<file path="src/logic/mpac_pkg.sv">
package mpac_pkg;

    // **************************************************
    // Clock and converter timing
    // **************************************************
    localparam int unsigned CLK_HZ       = 25_000_000;
    localparam int unsigned HZ_PER_MHZ   = 1_000_000;
    localparam int unsigned CYC_PER_US   = CLK_HZ / HZ_PER_MHZ;
    localparam int unsigned T_ZI_US      = 60_000;
    localparam int unsigned T_AZ_US      = 24_000;
    localparam int unsigned T_INT_US     = 100_000;
    localparam int unsigned T_INT_LONG_US = 1_000_000;
    localparam int unsigned T_DEINTEGRATE_PHASE_US    = 166_000;
    localparam int unsigned T_MEAS_US    = 1_050_000;
    localparam int unsigned ZI_CYC_DEF   = T_ZI_US * CYC_PER_US;
    localparam int unsigned AZ_CYC_DEF   = T_AZ_US * CYC_PER_US;
    localparam int unsigned INT_CYC_DEF  = T_INT_US * CYC_PER_US;
    localparam int unsigned INTL_CYC_DEF = T_INT_LONG_US * CYC_PER_US;
    localparam int unsigned DEINTEGRATE_PHASE_CYC_DEF = T_DEINTEGRATE_PHASE_US * CYC_PER_US;
    localparam int unsigned MEAS_CYC_DEF = T_MEAS_US * CYC_PER_US;
    localparam int unsigned SPEED_RATIO  = 10;
    localparam int unsigned CNT_W        = 26;

    // **************************************************
    // Functions, range orders, phases
    // **************************************************
    typedef enum logic [3:0] {
        FN_VOLT       = 4'h0,
        FN_DIODE      = 4'h1,
        FN_CURR_DMM   = 4'h2,
        FN_CURR_CLAMP = 4'h3,
        FN_OHM        = 4'h4,
        FN_CONT       = 4'h5,
        FN_CAP        = 4'h6,
        FN_FREQ       = 4'h7,
        FN_DUTY       = 4'h8,
        FN_TEMP       = 4'h9,
        FN_ADAPTER_MODE_ONE       = 4'hA,
        FN_ADAPTER_MODE_TWO       = 4'hB,
        FN_ADAPTER_MODE_THREE       = 4'hC,
        FN_ADAPTER_MODE_FOUR       = 4'hD
    } mpac_func_t;

    typedef enum logic [2:0] {
        RO_UNIT  = 3'h0,
        RO_MILLI = 3'h1,
        RO_MICRO = 3'h2,
        RO_NANO  = 3'h3,
        RO_KILO  = 3'h4,
        RO_MEGA  = 3'h5
    } mpac_range_t;

    typedef enum logic [3:0] {
        PH_ZI   = 4'h1,
        PH_AZ   = 4'h2,
        PH_INT  = 4'h4,
        PH_DEINTEGRATE_PHASE = 4'h8
    } mpac_phase_t;

    typedef struct packed {
        logic volt, amp, ohm, farad, cont, diode, pct, hz;
        logic adapter_mode_one, adapter_mode_two, adapter_mode_three, adapter_mode_four, dc, ac, auto_r, manual_range_flag;
        logic hold, relative_function_flag, maxmin, zero, inrush, cap_m, cap_u, cap_n;
        logic va_m, cur_u, meg, kilo, degc, degf, power_off_timer_flag, serial;
    } mpac_seg_t;

endpackage

</file>
<file path="src/logic/mpac_ctrl.sv">
// Summary of operation
// - Volt annunciator lit in voltage or diode function.
// - Ampere annunciator lit in current function.
// - Ohm annunciator lit in resistance or continuity function.
// - Farad annunciator lit in capacitance function.
// - Continuity symbol only in continuity, diode symbol only in diode.
// - Percent lit in duty cycle, hertz lit in frequency function.
// - Each adapter annunciator lit only while its adapter mode is active.
// - DC annunciator in DC volt/current, AC annunciator in AC volt/current.
// - Auto annunciator with auto ranging, manual annunciator with manual.
// - Hold, relative, max/min, zero, surge lit exactly while enabled.
// - Capacitance shows milli, micro or nano prefix by range order.
// - Milli prefix for volt/current milli ranges, micro for microamp.
// - Resistance shows mega or kilo prefix by range order.
// - Temperature shows Celsius or Fahrenheit by selected unit.
// - Power-off and serial-output annunciators follow their enables.
// - Four phases zero, auto-zero, integrate, de-integrate; fast is tenfold.
// - Phases 60, 24, 100, 166 ms slow; one tenth at high speed.
// - Meter and auto clamp current integrate 1000 ms slow, 100 ms fast.
// - Frequency and duty mode ends one measurement every 1.05 s.
// - Auto frequency range change shortens measurement cycle tenfold.
`timescale 1ns/100ps
module mpac_ctrl
    import mpac_pkg::*;
#(
    parameter int unsigned ZI_CYC   = ZI_CYC_DEF,
    parameter int unsigned AZ_CYC   = AZ_CYC_DEF,
    parameter int unsigned INT_CYC  = INT_CYC_DEF,
    parameter int unsigned INTL_CYC = INTL_CYC_DEF,
    parameter int unsigned DEINTEGRATE_PHASE_CYC = DEINTEGRATE_PHASE_CYC_DEF,
    parameter int unsigned MEAS_CYC = MEAS_CYC_DEF
) (
    // Clock and reset
    input  wire logic       CLK,
    input  wire logic       NRST,
    // Mode and range state
    input  wire logic [3:0] FUNC_SEL,
    input  wire logic [2:0] RANGE_ORDER,
    input  wire logic       AC_MODE,
    input  wire logic       AUTO_RANGE,
    input  wire logic       TEMP_CELSIUS,
    input  wire logic       HI_SPEED,
    input  wire logic       FREQ_RANGE_CHG,
    // Push functions and options
    input  wire logic       HOLD_EN,
    input  wire logic       REL_EN,
    input  wire logic       MAXMIN_EN,
    input  wire logic       ZERO_EN,
    input  wire logic       INRUSH_EN,
    input  wire logic       APO_EN,
    input  wire logic       SERIAL_EN,
    // Converter phases
    output logic            ZI_PHASE,
    output logic            AZ_PHASE,
    output logic            INT_PHASE,
    output logic            DEINT_PHASE,
    output logic            MEAS_CYCLE_END,
    // Annunciators
    output logic            ANN_VOLT,
    output logic            ANN_AMP,
    output logic            ANN_OHM,
    output logic            ANN_FARAD,
    output logic            ANN_CONT,
    output logic            ANN_DIODE,
    output logic            ANN_PCT,
    output logic            ANN_HZ,
    output logic            ANN_ADAPTER_MODE_ONE,
    output logic            ANN_ADAPTER_MODE_TWO,
    output logic            ANN_ADAPTER_MODE_THREE,
    output logic            ANN_ADAPTER_MODE_FOUR,
    output logic            ANN_DC,
    output logic            ANN_AC,
    output logic            ANN_AUTO,
    output logic            ANN_MANUAL_RANGE_FLAG,
    output logic            ANN_HOLD,
    output logic            ANN_REL,
    output logic            ANN_MAXMIN,
    output logic            ANN_ZERO,
    output logic            ANN_INRUSH,
    output logic            ANN_CAP_MILLI,
    output logic            ANN_CAP_MICRO,
    output logic            ANN_CAP_NANO,
    output logic            ANN_MILLI,
    output logic            ANN_MICRO,
    output logic            ANN_MEGA,
    output logic            ANN_KILO,
    output logic            ANN_DEGC,
    output logic            ANN_DEGF,
    output logic            ANN_APO,
    output logic            ANN_SERIAL
);

    // **************************************************
    // Parameter checks
    // **************************************************
    // Fast lengths divide by ten, so each count must survive that
    if (ZI_CYC < SPEED_RATIO || AZ_CYC < SPEED_RATIO ||
        INT_CYC < SPEED_RATIO || INTL_CYC < SPEED_RATIO ||
        DEINTEGRATE_PHASE_CYC < SPEED_RATIO || MEAS_CYC < SPEED_RATIO) begin : g_short
        $error("mpac_ctrl: phase or cycle count below ten");
    end
    if (ZI_CYC >= (1 << CNT_W) || AZ_CYC >= (1 << CNT_W) ||
        INTL_CYC >= (1 << CNT_W) || INT_CYC >= (1 << CNT_W) ||
        DEINTEGRATE_PHASE_CYC >= (1 << CNT_W) ||
        MEAS_CYC >= (1 << CNT_W)) begin : g_wide
        $error("mpac_ctrl: count does not fit the counter");
    end

    // **************************************************
    // Reset release
    // **************************************************
    logic [1:0] rst_sync;
    logic       rst_n;

    always_ff @(posedge CLK or negedge NRST) begin
        if (!NRST) begin
            rst_sync <= 2'h0;
        end else begin
            rst_sync <= {rst_sync[0], 1'b1};
        end
    end
    assign rst_n = rst_sync[1];

    // **************************************************
    // Decoding helpers
    // **************************************************
    function automatic logic is_curr(input logic [3:0] f);
        return f == FN_CURR_DMM || f == FN_CURR_CLAMP;
    endfunction

    function automatic logic is_fcnt(input logic [3:0] f);
        return f == FN_FREQ || f == FN_DUTY;
    endfunction

    function automatic logic [CNT_W-1:0] scale(input int unsigned c,
                                               input logic fast);
        int unsigned v;
        v = fast ? c / SPEED_RATIO : c;
        return CNT_W'(v - 1);
    endfunction

    // **************************************************
    // State
    // **************************************************
    typedef struct packed {
        mpac_phase_t      phase;
        logic [CNT_W-1:0] cnt;
        logic [CNT_W-1:0] mcnt;
        logic             mend;
        mpac_seg_t        seg;
    } mpac_state_t;

    mpac_state_t s_q;
    mpac_state_t s_d;
    logic        long_int;
    logic        meas_fast;
    logic        volt_curr;

    assign long_int  = FUNC_SEL == FN_CURR_DMM ||
                       (FUNC_SEL == FN_CURR_CLAMP && AUTO_RANGE);
    assign meas_fast = AUTO_RANGE && FREQ_RANGE_CHG;
    assign volt_curr = FUNC_SEL == FN_VOLT || is_curr(FUNC_SEL);

    always_comb begin
        s_d      = s_q;
        s_d.mend = 1'b0;

        // Phase sequencer: count to zero, then load the next phase
        if (s_q.cnt != '0) begin
            s_d.cnt = s_q.cnt - CNT_W'(1);
        end else begin
            case (s_q.phase)
                PH_ZI: begin
                    s_d.phase = PH_AZ;
                    s_d.cnt   = scale(AZ_CYC, HI_SPEED);
                end
                PH_AZ: begin
                    s_d.phase = PH_INT;
                    s_d.cnt   = long_int ?
                                scale(INTL_CYC, HI_SPEED) :
                                scale(INT_CYC, HI_SPEED);
                end
                PH_INT: begin
                    s_d.phase = PH_DEINTEGRATE_PHASE;
                    s_d.cnt   = scale(DEINTEGRATE_PHASE_CYC, HI_SPEED);
                end
                default: begin
                    s_d.phase = PH_ZI;
                    s_d.cnt   = scale(ZI_CYC, HI_SPEED);
                end
            endcase
        end

        // Frequency measurement cycle; held at reload outside that mode
        if (!is_fcnt(FUNC_SEL)) begin
            s_d.mcnt = scale(MEAS_CYC, 1'b0);
        end else if (s_q.mcnt == '0) begin
            s_d.mend = 1'b1;
            s_d.mcnt = scale(MEAS_CYC, meas_fast);
        end else if (meas_fast &&
                     s_q.mcnt > scale(MEAS_CYC, 1'b1)) begin
            // Cut a slow cycle short as soon as the range moves
            s_d.mcnt = scale(MEAS_CYC, 1'b1);
        end else begin
            s_d.mcnt = s_q.mcnt - CNT_W'(1);
        end

        // Annunciators: a pure decode, so they move only with the inputs
        s_d.seg        = '0;
        s_d.seg.volt   = FUNC_SEL == FN_VOLT ||
                         FUNC_SEL == FN_DIODE;
        s_d.seg.amp    = is_curr(FUNC_SEL);
        s_d.seg.ohm    = FUNC_SEL == FN_OHM ||
                         FUNC_SEL == FN_CONT;
        s_d.seg.farad  = FUNC_SEL == FN_CAP;
        s_d.seg.cont   = FUNC_SEL == FN_CONT;
        s_d.seg.diode  = FUNC_SEL == FN_DIODE;
        s_d.seg.pct    = FUNC_SEL == FN_DUTY;
        s_d.seg.hz     = FUNC_SEL == FN_FREQ;
        s_d.seg.adapter_mode_one   = FUNC_SEL == FN_ADAPTER_MODE_ONE;
        s_d.seg.adapter_mode_two   = FUNC_SEL == FN_ADAPTER_MODE_TWO;
        s_d.seg.adapter_mode_three   = FUNC_SEL == FN_ADAPTER_MODE_THREE;
        s_d.seg.adapter_mode_four   = FUNC_SEL == FN_ADAPTER_MODE_FOUR;
        s_d.seg.dc     = volt_curr && !AC_MODE;
        s_d.seg.ac     = volt_curr && AC_MODE;
        s_d.seg.auto_r = AUTO_RANGE;
        s_d.seg.manual_range_flag   = !AUTO_RANGE;
        s_d.seg.hold   = HOLD_EN;
        s_d.seg.relative_function_flag    = REL_EN;
        s_d.seg.maxmin = MAXMIN_EN;
        s_d.seg.zero   = ZERO_EN;
        s_d.seg.inrush = INRUSH_EN;
        s_d.seg.cap_m  = FUNC_SEL == FN_CAP &&
                         RANGE_ORDER == RO_MILLI;
        s_d.seg.cap_u  = FUNC_SEL == FN_CAP &&
                         RANGE_ORDER == RO_MICRO;
        s_d.seg.cap_n  = FUNC_SEL == FN_CAP &&
                         RANGE_ORDER == RO_NANO;
        s_d.seg.va_m   = volt_curr && RANGE_ORDER == RO_MILLI;
        s_d.seg.cur_u  = is_curr(FUNC_SEL) &&
                         RANGE_ORDER == RO_MICRO;
        s_d.seg.meg    = FUNC_SEL == FN_OHM &&
                         RANGE_ORDER == RO_MEGA;
        s_d.seg.kilo   = FUNC_SEL == FN_OHM &&
                         RANGE_ORDER == RO_KILO;
        s_d.seg.degc   = FUNC_SEL == FN_TEMP && TEMP_CELSIUS;
        s_d.seg.degf   = FUNC_SEL == FN_TEMP && !TEMP_CELSIUS;
        s_d.seg.power_off_timer_flag    = APO_EN;
        s_d.seg.serial = SERIAL_EN;
    end

    always_ff @(posedge CLK or negedge rst_n) begin
        if (!rst_n) begin
            s_q       <= '0;
            s_q.phase <= PH_ZI;
        end else begin
            s_q <= s_d;
        end
    end

    // **************************************************
    // Outputs
    // **************************************************
    assign ZI_PHASE       = s_q.phase == PH_ZI;
    assign AZ_PHASE       = s_q.phase == PH_AZ;
    assign INT_PHASE      = s_q.phase == PH_INT;
    assign DEINT_PHASE    = s_q.phase == PH_DEINTEGRATE_PHASE;
    assign MEAS_CYCLE_END = s_q.mend;
    assign ANN_VOLT       = s_q.seg.volt;
    assign ANN_AMP        = s_q.seg.amp;
    assign ANN_OHM        = s_q.seg.ohm;
    assign ANN_FARAD      = s_q.seg.farad;
    assign ANN_CONT       = s_q.seg.cont;
    assign ANN_DIODE      = s_q.seg.diode;
    assign ANN_PCT        = s_q.seg.pct;
    assign ANN_HZ         = s_q.seg.hz;
    assign ANN_ADAPTER_MODE_ONE       = s_q.seg.adapter_mode_one;
    assign ANN_ADAPTER_MODE_TWO       = s_q.seg.adapter_mode_two;
    assign ANN_ADAPTER_MODE_THREE       = s_q.seg.adapter_mode_three;
    assign ANN_ADAPTER_MODE_FOUR       = s_q.seg.adapter_mode_four;
    assign ANN_DC         = s_q.seg.dc;
    assign ANN_AC         = s_q.seg.ac;
    assign ANN_AUTO       = s_q.seg.auto_r;
    assign ANN_MANUAL_RANGE_FLAG       = s_q.seg.manual_range_flag;
    assign ANN_HOLD       = s_q.seg.hold;
    assign ANN_REL        = s_q.seg.relative_function_flag;
    assign ANN_MAXMIN     = s_q.seg.maxmin;
    assign ANN_ZERO       = s_q.seg.zero;
    assign ANN_INRUSH     = s_q.seg.inrush;
    assign ANN_CAP_MILLI  = s_q.seg.cap_m;
    assign ANN_CAP_MICRO  = s_q.seg.cap_u;
    assign ANN_CAP_NANO   = s_q.seg.cap_n;
    assign ANN_MILLI      = s_q.seg.va_m;
    assign ANN_MICRO      = s_q.seg.cur_u;
    assign ANN_MEGA       = s_q.seg.meg;
    assign ANN_KILO       = s_q.seg.kilo;
    assign ANN_DEGC       = s_q.seg.degc;
    assign ANN_DEGF       = s_q.seg.degf;
    assign ANN_APO        = s_q.seg.power_off_timer_flag;
    assign ANN_SERIAL     = s_q.seg.serial;

    // **************************************************
    // Checks
    // **************************************************
    chk_volt_follow: assert property (@(posedge CLK) disable iff (!rst_n)
        1'b1 |=> ANN_VOLT == ($past(FUNC_SEL) == FN_VOLT ||
                              $past(FUNC_SEL) == FN_DIODE))
        else $error("volt annunciator wrong");

    chk_amp_follow: assert property (@(posedge CLK) disable iff (!rst_n)
        is_curr(FUNC_SEL) |=> ANN_AMP && !ANN_OHM)
        else $error("ampere annunciator wrong");

    chk_ohm_cont: assert property (@(posedge CLK) disable iff (!rst_n)
        FUNC_SEL == FN_CONT |=> ANN_OHM && ANN_CONT && !ANN_DIODE)
        else $error("continuity annunciators wrong");

    // Implication keeps the first edge out of reset, when both are still 0
    chk_range_pair: assert property (@(posedge CLK) disable iff (!rst_n)
        1'b1 |=> ANN_AUTO != ANN_MANUAL_RANGE_FLAG && ANN_AUTO == $past(AUTO_RANGE))
        else $error("range annunciators wrong");

    chk_phase_onehot: assert property (@(posedge CLK) disable iff (!rst_n)
        $onehot({ZI_PHASE, AZ_PHASE, INT_PHASE, DEINT_PHASE}))
        else $error("phase not one-hot");

    chk_phase_order: assert property (@(posedge CLK) disable iff (!rst_n)
        AZ_PHASE && s_q.cnt == '0 |=> INT_PHASE ##0
        s_q.cnt == ($past(long_int) ? scale(INTL_CYC, $past(HI_SPEED)) :
                    scale(INT_CYC, $past(HI_SPEED))))
        else $error("integrate phase length wrong");

    chk_zi_length: assert property (@(posedge CLK) disable iff (!rst_n)
        DEINT_PHASE && s_q.cnt == '0 && !HI_SPEED |=>
        ZI_PHASE && s_q.cnt == CNT_W'(ZI_CYC - 1))
        else $error("zero phase length wrong");

    chk_phase_hold: assert property (@(posedge CLK) disable iff (!rst_n)
        s_q.cnt != '0 |=> $stable(s_q.phase))
        else $error("phase moved early");

    chk_meas_fast: assert property (@(posedge CLK) disable iff (!rst_n)
        is_fcnt(FUNC_SEL) && meas_fast |=>
        s_q.mcnt <= scale(MEAS_CYC, 1'b1))
        else $error("fast measurement cycle not taken");

    chk_meas_end: assert property (@(posedge CLK) disable iff (!rst_n)
        is_fcnt(FUNC_SEL) && s_q.mcnt == '0 |=> MEAS_CYCLE_END)
        else $error("measurement cycle end missed");

    // The first decode after reset legitimately moves the outputs
    chk_seg_stable: assert property (@(posedge CLK) disable iff (!rst_n)
        $past(rst_n) &&
        $stable({FUNC_SEL, RANGE_ORDER, AC_MODE, AUTO_RANGE}) |=>
        $stable({ANN_VOLT, ANN_DC, ANN_AC, ANN_MILLI, ANN_KILO}))
        else $error("annunciators moved without cause");

endmodule

</file>
<file path="config.mk">
export PLATFORM = sky130hd
export DESIGN_NAME = mpac_ctrl
export DESIGN_NICKNAME = d
export VERILOG_FILES = /design/src/logic/mpac_pkg.sv /design/src/logic/mpac_ctrl.sv
export SDC_FILE = /design/constraint.sdc
export NUM_CORES = 1
export LEC_CHECK = 0
export ABC_AREA = 1
export BUFFER_PORTS_ARGS = -buffer_cell sky130_fd_sc_hd__buf_2
export CAP_MARGIN = 20
export CORE_MARGIN = 5
export CORE_UTILIZATION = 55
export DETAILED_ROUTE_END_ITERATION = 7
export PLACE_DENSITY = 0.76
export SYNTH_ARGS = -nofsm -noshare
export SYNTH_HDL_FRONTEND = slang
export SYNTH_SLANG_ARGS = --single-unit
</file>
<file path="constraint.sdc">
create_clock -name CLK -period 4.7 [get_ports CLK]
set_input_delay 0.94 -clock CLK [delete_from_list [all_inputs] [get_ports CLK]]
set_output_delay 0.94 -clock CLK [all_outputs]
set_load 0.005 [all_outputs]
</file>
---- After elaboration in Yosys (flattened, before gate mapping) ----
Index checks and enable logic that the tools add are counted.
storage, ports and cells
  output and inout port bits .............. 37
  word-level logic and storage cells ...... 108
  input port bits ......................... 21
  register bits after elaboration ......... 91
cells by class
  magnitude comparators ................... 1
  reductions and logical operators ........ 26
  mux-type cells .......................... 14
  eq/ne operators ......................... 22
  add/sub/neg operators ................... 8
operator list
  kind                                                                               number
  26-bit two-way mux                                                                 5
  30-bit case mux with 3 select lines                                                1
  25-bit by 1-bit subtractor with 26-bit output, second input constant               2
  26-bit by 1-bit subtractor with 26-bit output, second input constant               2
  25-bit two-way mux                                                                 2
  22-bit by 1-bit subtractor with 23-bit output, second input constant               2
  22-bit two-way mux                                                                 2
  4-bit equality test, second input constant                                         7
  26-bit by 22-bit greater-than comparator with 1-bit output, second input constant  1
  26-bit logical NOT                                                                 1
  26-bit nonzero test                                                                1
  21-bit by 1-bit subtractor with 22-bit output, second input constant               1
  21-bit two-way mux                                                                 1
  20-bit by 1-bit subtractor with 21-bit output, second input constant               1
  4-bit by 3-bit equality test with 1-bit output, second input constant              5
  20-bit two-way mux                                                                 1
  1-bit logical AND                                                                  14
  4-bit by 2-bit equality test with 1-bit output, second input constant              3
  4-bit by 1-bit equality test with 1-bit output, second input constant              2
  3-bit by 2-bit equality test with 1-bit output, second input constant              2
  3-bit equality test, second input constant                                         2
  1-bit logical OR                                                                   6
  4-bit logical NOT                                                                  1
  3-bit by 1-bit equality test with 1-bit output, second input constant              1
  other kinds (2)                                                                    5

---- Depth between registers and ports, before layout ----
  depth after elaboration ................. 6
  depth in mapped cells ................... 13
  depth with buffers taken out ............ 12

---- Worst setup path after synthesis ----
Ideal clock, no wire load.
  path type ............................... input port to flip-flop
  from .................................... in FUNC_SEL[2]
  to ...................................... reg s_q[72] (netlist name)
  data required time ...................... 4.617 ns
  stages on the path ...................... 11
  data arrival time ....................... 2.208 ns
  slack ................................... 2.409 ns
  setup time .............................. 0.083 ns
  path through ............................ nor2_1 inv_1 nor2_1 inv_1 a21oi_1 inv_1 ha_1 or2_2 nand2_1 o21ai_1 o21ai_0
RTL lines
  item         RTL line          text
  from (decl)  mpac_ctrl.sv:37   input wire logic [3:0] FUNC_SEL,
  to (decl)    mpac_ctrl.sv:153  mpac_state_t s_q;

---- Worst setup path in the final report ----
  from .................................... reg s_q[88] (netlist name)
  to ...................................... out AZ_PHASE
between the ends
  cells in the longest elaborated chain, start to end .. 1
RTL lines
  item                                            RTL line          text
  4-bit by 2-bit equality test with 1-bit output  mpac_ctrl.sv:265  assign AZ_PHASE = s_q.phase == PH_AZ;
  to (decl)                                       mpac_ctrl.sv:54   output logic AZ_PHASE,
Every way passes these cells.

==> results.md <==
- Outcome: complete, no violations
- Final slew viol count: 0
- Final core utilization: 64.5%
- Clk network pwr share: ~40%
- Seq pwr share: between 50% and 60%
- Hold-fix buffers, CTS: 0
- Fill count: between 700 and 800
- Crit. End Element: output pin
- CP startpoint: s_q[88]
- Register clock-pin slew on the reported worst setup and hold paths: 0.09 ns
- CTS tree: yes
- Internal power: 1.13 mW
- Hold Fails Final Rpt: 0
- Hold slack: 0.207 ns
- Fin crit share: 53.1%
- Router iterations before antenna repair: 4
- Initial antenna violation count: 0
- Fin nets: between 600 and 700
- Layout cells sized above 1: 13.8%
- Width of the die: just over 100 um
- Regs by FF count: s_q (56), rst_sync (2)
- Grt total ovfl: 0
- I/O pin count: 58
- Place WS: 2.09 ns
- Relative slew slack: between 40% and 50%
- Flop and latch count out of synthesis: 91
- Total number of vias: 3976
- VDD IR max: 0.212 mV
- PwrDens: approximately 280 nW/um^2
- Syn_area_per_cell: 7.80 um^2
- Min Tclk post-route: 2.50 ns
- Worst EP required: 3.76 ns
- EDFF count, synth: 0
- Core area: 8300 um^2
- Area Growth Syn to Fin: 13.2%
- Inst Count DP: 762
- Reg-to-reg startpoint: s_q[77]
- Clock Skews: roughly 0.01 ns
- Synth Instances: 607
- Post-synthesis async set-or-reset flop share: 100%
- DRT antenna net count: 0
- Root Driver: clkbuf_8
- Final setup fails: 0
- Net Sw Frac: 23.5%
- Drt wl/cell: 13.6 um
- Gpl congestion: roughly 0.93
- Max_cap viols: 0
- Synth area leaders: dfrtp_1, nand2_1, nor2_1
- Sequential share of the synthesized area: 48.1%
- FF/Latch Area: 2280 um^2
- Syn Std Cell Area: between 4000 and 5000 um^2
- DRC: 0
- Number of synthesis warnings: 0
- Leakage: 2.72 nW
- Final WL: approximately 11000 um
- Critical Path Start Type: register
- Largest area contributor in the netlist: dfrtp_1
- H-tree levels: 3
- FMAX: 0.401 GHz
- Starting density of the core: 57.0%
- Gates resized, CTS repair: 0
- Crit path arrival time: between 1.5 and 2 ns
- Final instance area: 5360 um^2
- Placed instance area: 5110 um^2
- Final worst setup slack: 2.20 ns
- Total CTS buffers: 9
- # port buffers: 57
- Die H: 103 um
- Clock tree buffer depth: 2
- Synth Flop Type: dfrtp_1
- Gr usage total: 21.8%
- Final HPWL DP: 7880 um
- # diodes: 0
- Count leader, synth: nand2_1
- Number of global-route vias before repair: 3850
- Largest Register: s_q
- Die ar.: between 10000 and 15000 um^2
- Total Neg Setup Slack: 0 ns
- Starting DRT DRC Count: 257
- Clk Latency, worst-skew pair: 0.36 ns
- Clk sinks: 91
- FP Rows: 33
- Combinational Power Share: 5.6%
- Syn Nets: 635
- Post-CTS setup buffer count: 0
- Slew @ Worst Pin: 0.883 ns
- Switching power total: 0.347 mW
- Vias/cell: 5.10
- First-pass GRT wire length: about 18000 um
- Setup CP Type: register to output pin
- Leading cell types by count after synthesis: nand2_1, nor2_1, dfrtp_1, inv_1, nand3_1
- RSZ-0062 raised after global routing: false
- Max FFs per register: 56
- Power Total: approximately 1.5 mW
- CP Max Fanout: 7
- Distinct cell type count after synthesis: 34
- Largest net degree at the start of global routing: 90
- Final Non-Filler Cells: 779
- Synth top area share: 47.6%
- Hold Crit Class: register to async pin
- Multi-input logic area: 2140 um^2
-- power groups by stage --
stage | combinational (mW) | sequential (mW) | clock [mW]
2_1_floorplan | 0.0392 | 0.827 | 0
3_3_place_gp | 0.0671 | 0.830 | 0
3_5_place_dp | 0.0688 | 0.831 | 0
4_1_cts | 0.0693 | 0.815 | 0.605
5_1_grt | 0.0969 | 0.806 | 0.639
6_report | 0.0832 | 0.804 | 0.588
-- cells in the final DEF (no fill, tap or decap), drive strengths merged, types with 2 or more instances in the layout --
cell type | synthesis | routed
nand2 | 163 | 163
nor2 | 132 | 132
dfrtp | 90 | 90
inv | 71 | 73
buf | 6 | 58
nand3 | 41 | 41
xor2 | 28 | 28
o21ai | 23 | 23
nand4 | 11 | 11
xnor2 | 11 | 11
clkbuf | 1 | 10
ha | 7 | 7
nor3 | 7 | 7
a21oi | 4 | 4
nand3b | 3 | 3
o211ai | 2 | 2
nor4 | 2 | 2
clkinvlp | 0 | 2
bufinv | 0 | 2
-- final timing paths --
check | cells after the start | to | slack (ns)
max in group asynchronous | 1 | s_q[85] | 3.86
min in group CLK | 0 | rst_sync[1] | 0.37
worst min-delay path | 0 | ANN_AC | 0.21
worst min register to register | 0 | ANN_AC | 0.21
worst max-delay path | 4 | AZ_PHASE | 2.20
worst max register to register | 7 | s_q[67] | 2.32
-- cell families after synthesis --
group                    Yosys count  share of synthesized area, %
buffers and inverters             78                          6.61
other                              1                        0.0792
flip-flops                        91                          48.1
AO/OA/AOI/OAI                     29                          3.17
XOR/XNOR                          39                          7.22
AND/OR/NAND/NOR                  362                          32.9
adder cells (fa/ha/maj)            7                          1.85
-- layout make-up --
type	instances	area share, %
Inverter	71	4.98
Timing Repair Buffer	58	5.84
Clock buffer	10	2.38
Tap cell	105	2.45
Clock inverter	6	1.78
Sequential cell	91	42.6
Multi-Input combinational cell	438	40.0
-- metal layers --
layer / global-route usage, % / wire length, um
met3: 6.02 / 887
met1: 31.9 / 4920
met5: 0 / 0
met2: 31.6 / 4630
met4: 7.07 / 182
-- worst max-delay path, stage by stage (launching register included) --
cell	delay, ns
dfrtp_1	0.45
nor2_1	0.16
nand3_1	0.22
inv_1	0.22
buf_2	0.15
Power figures use the tool's default switching activity.
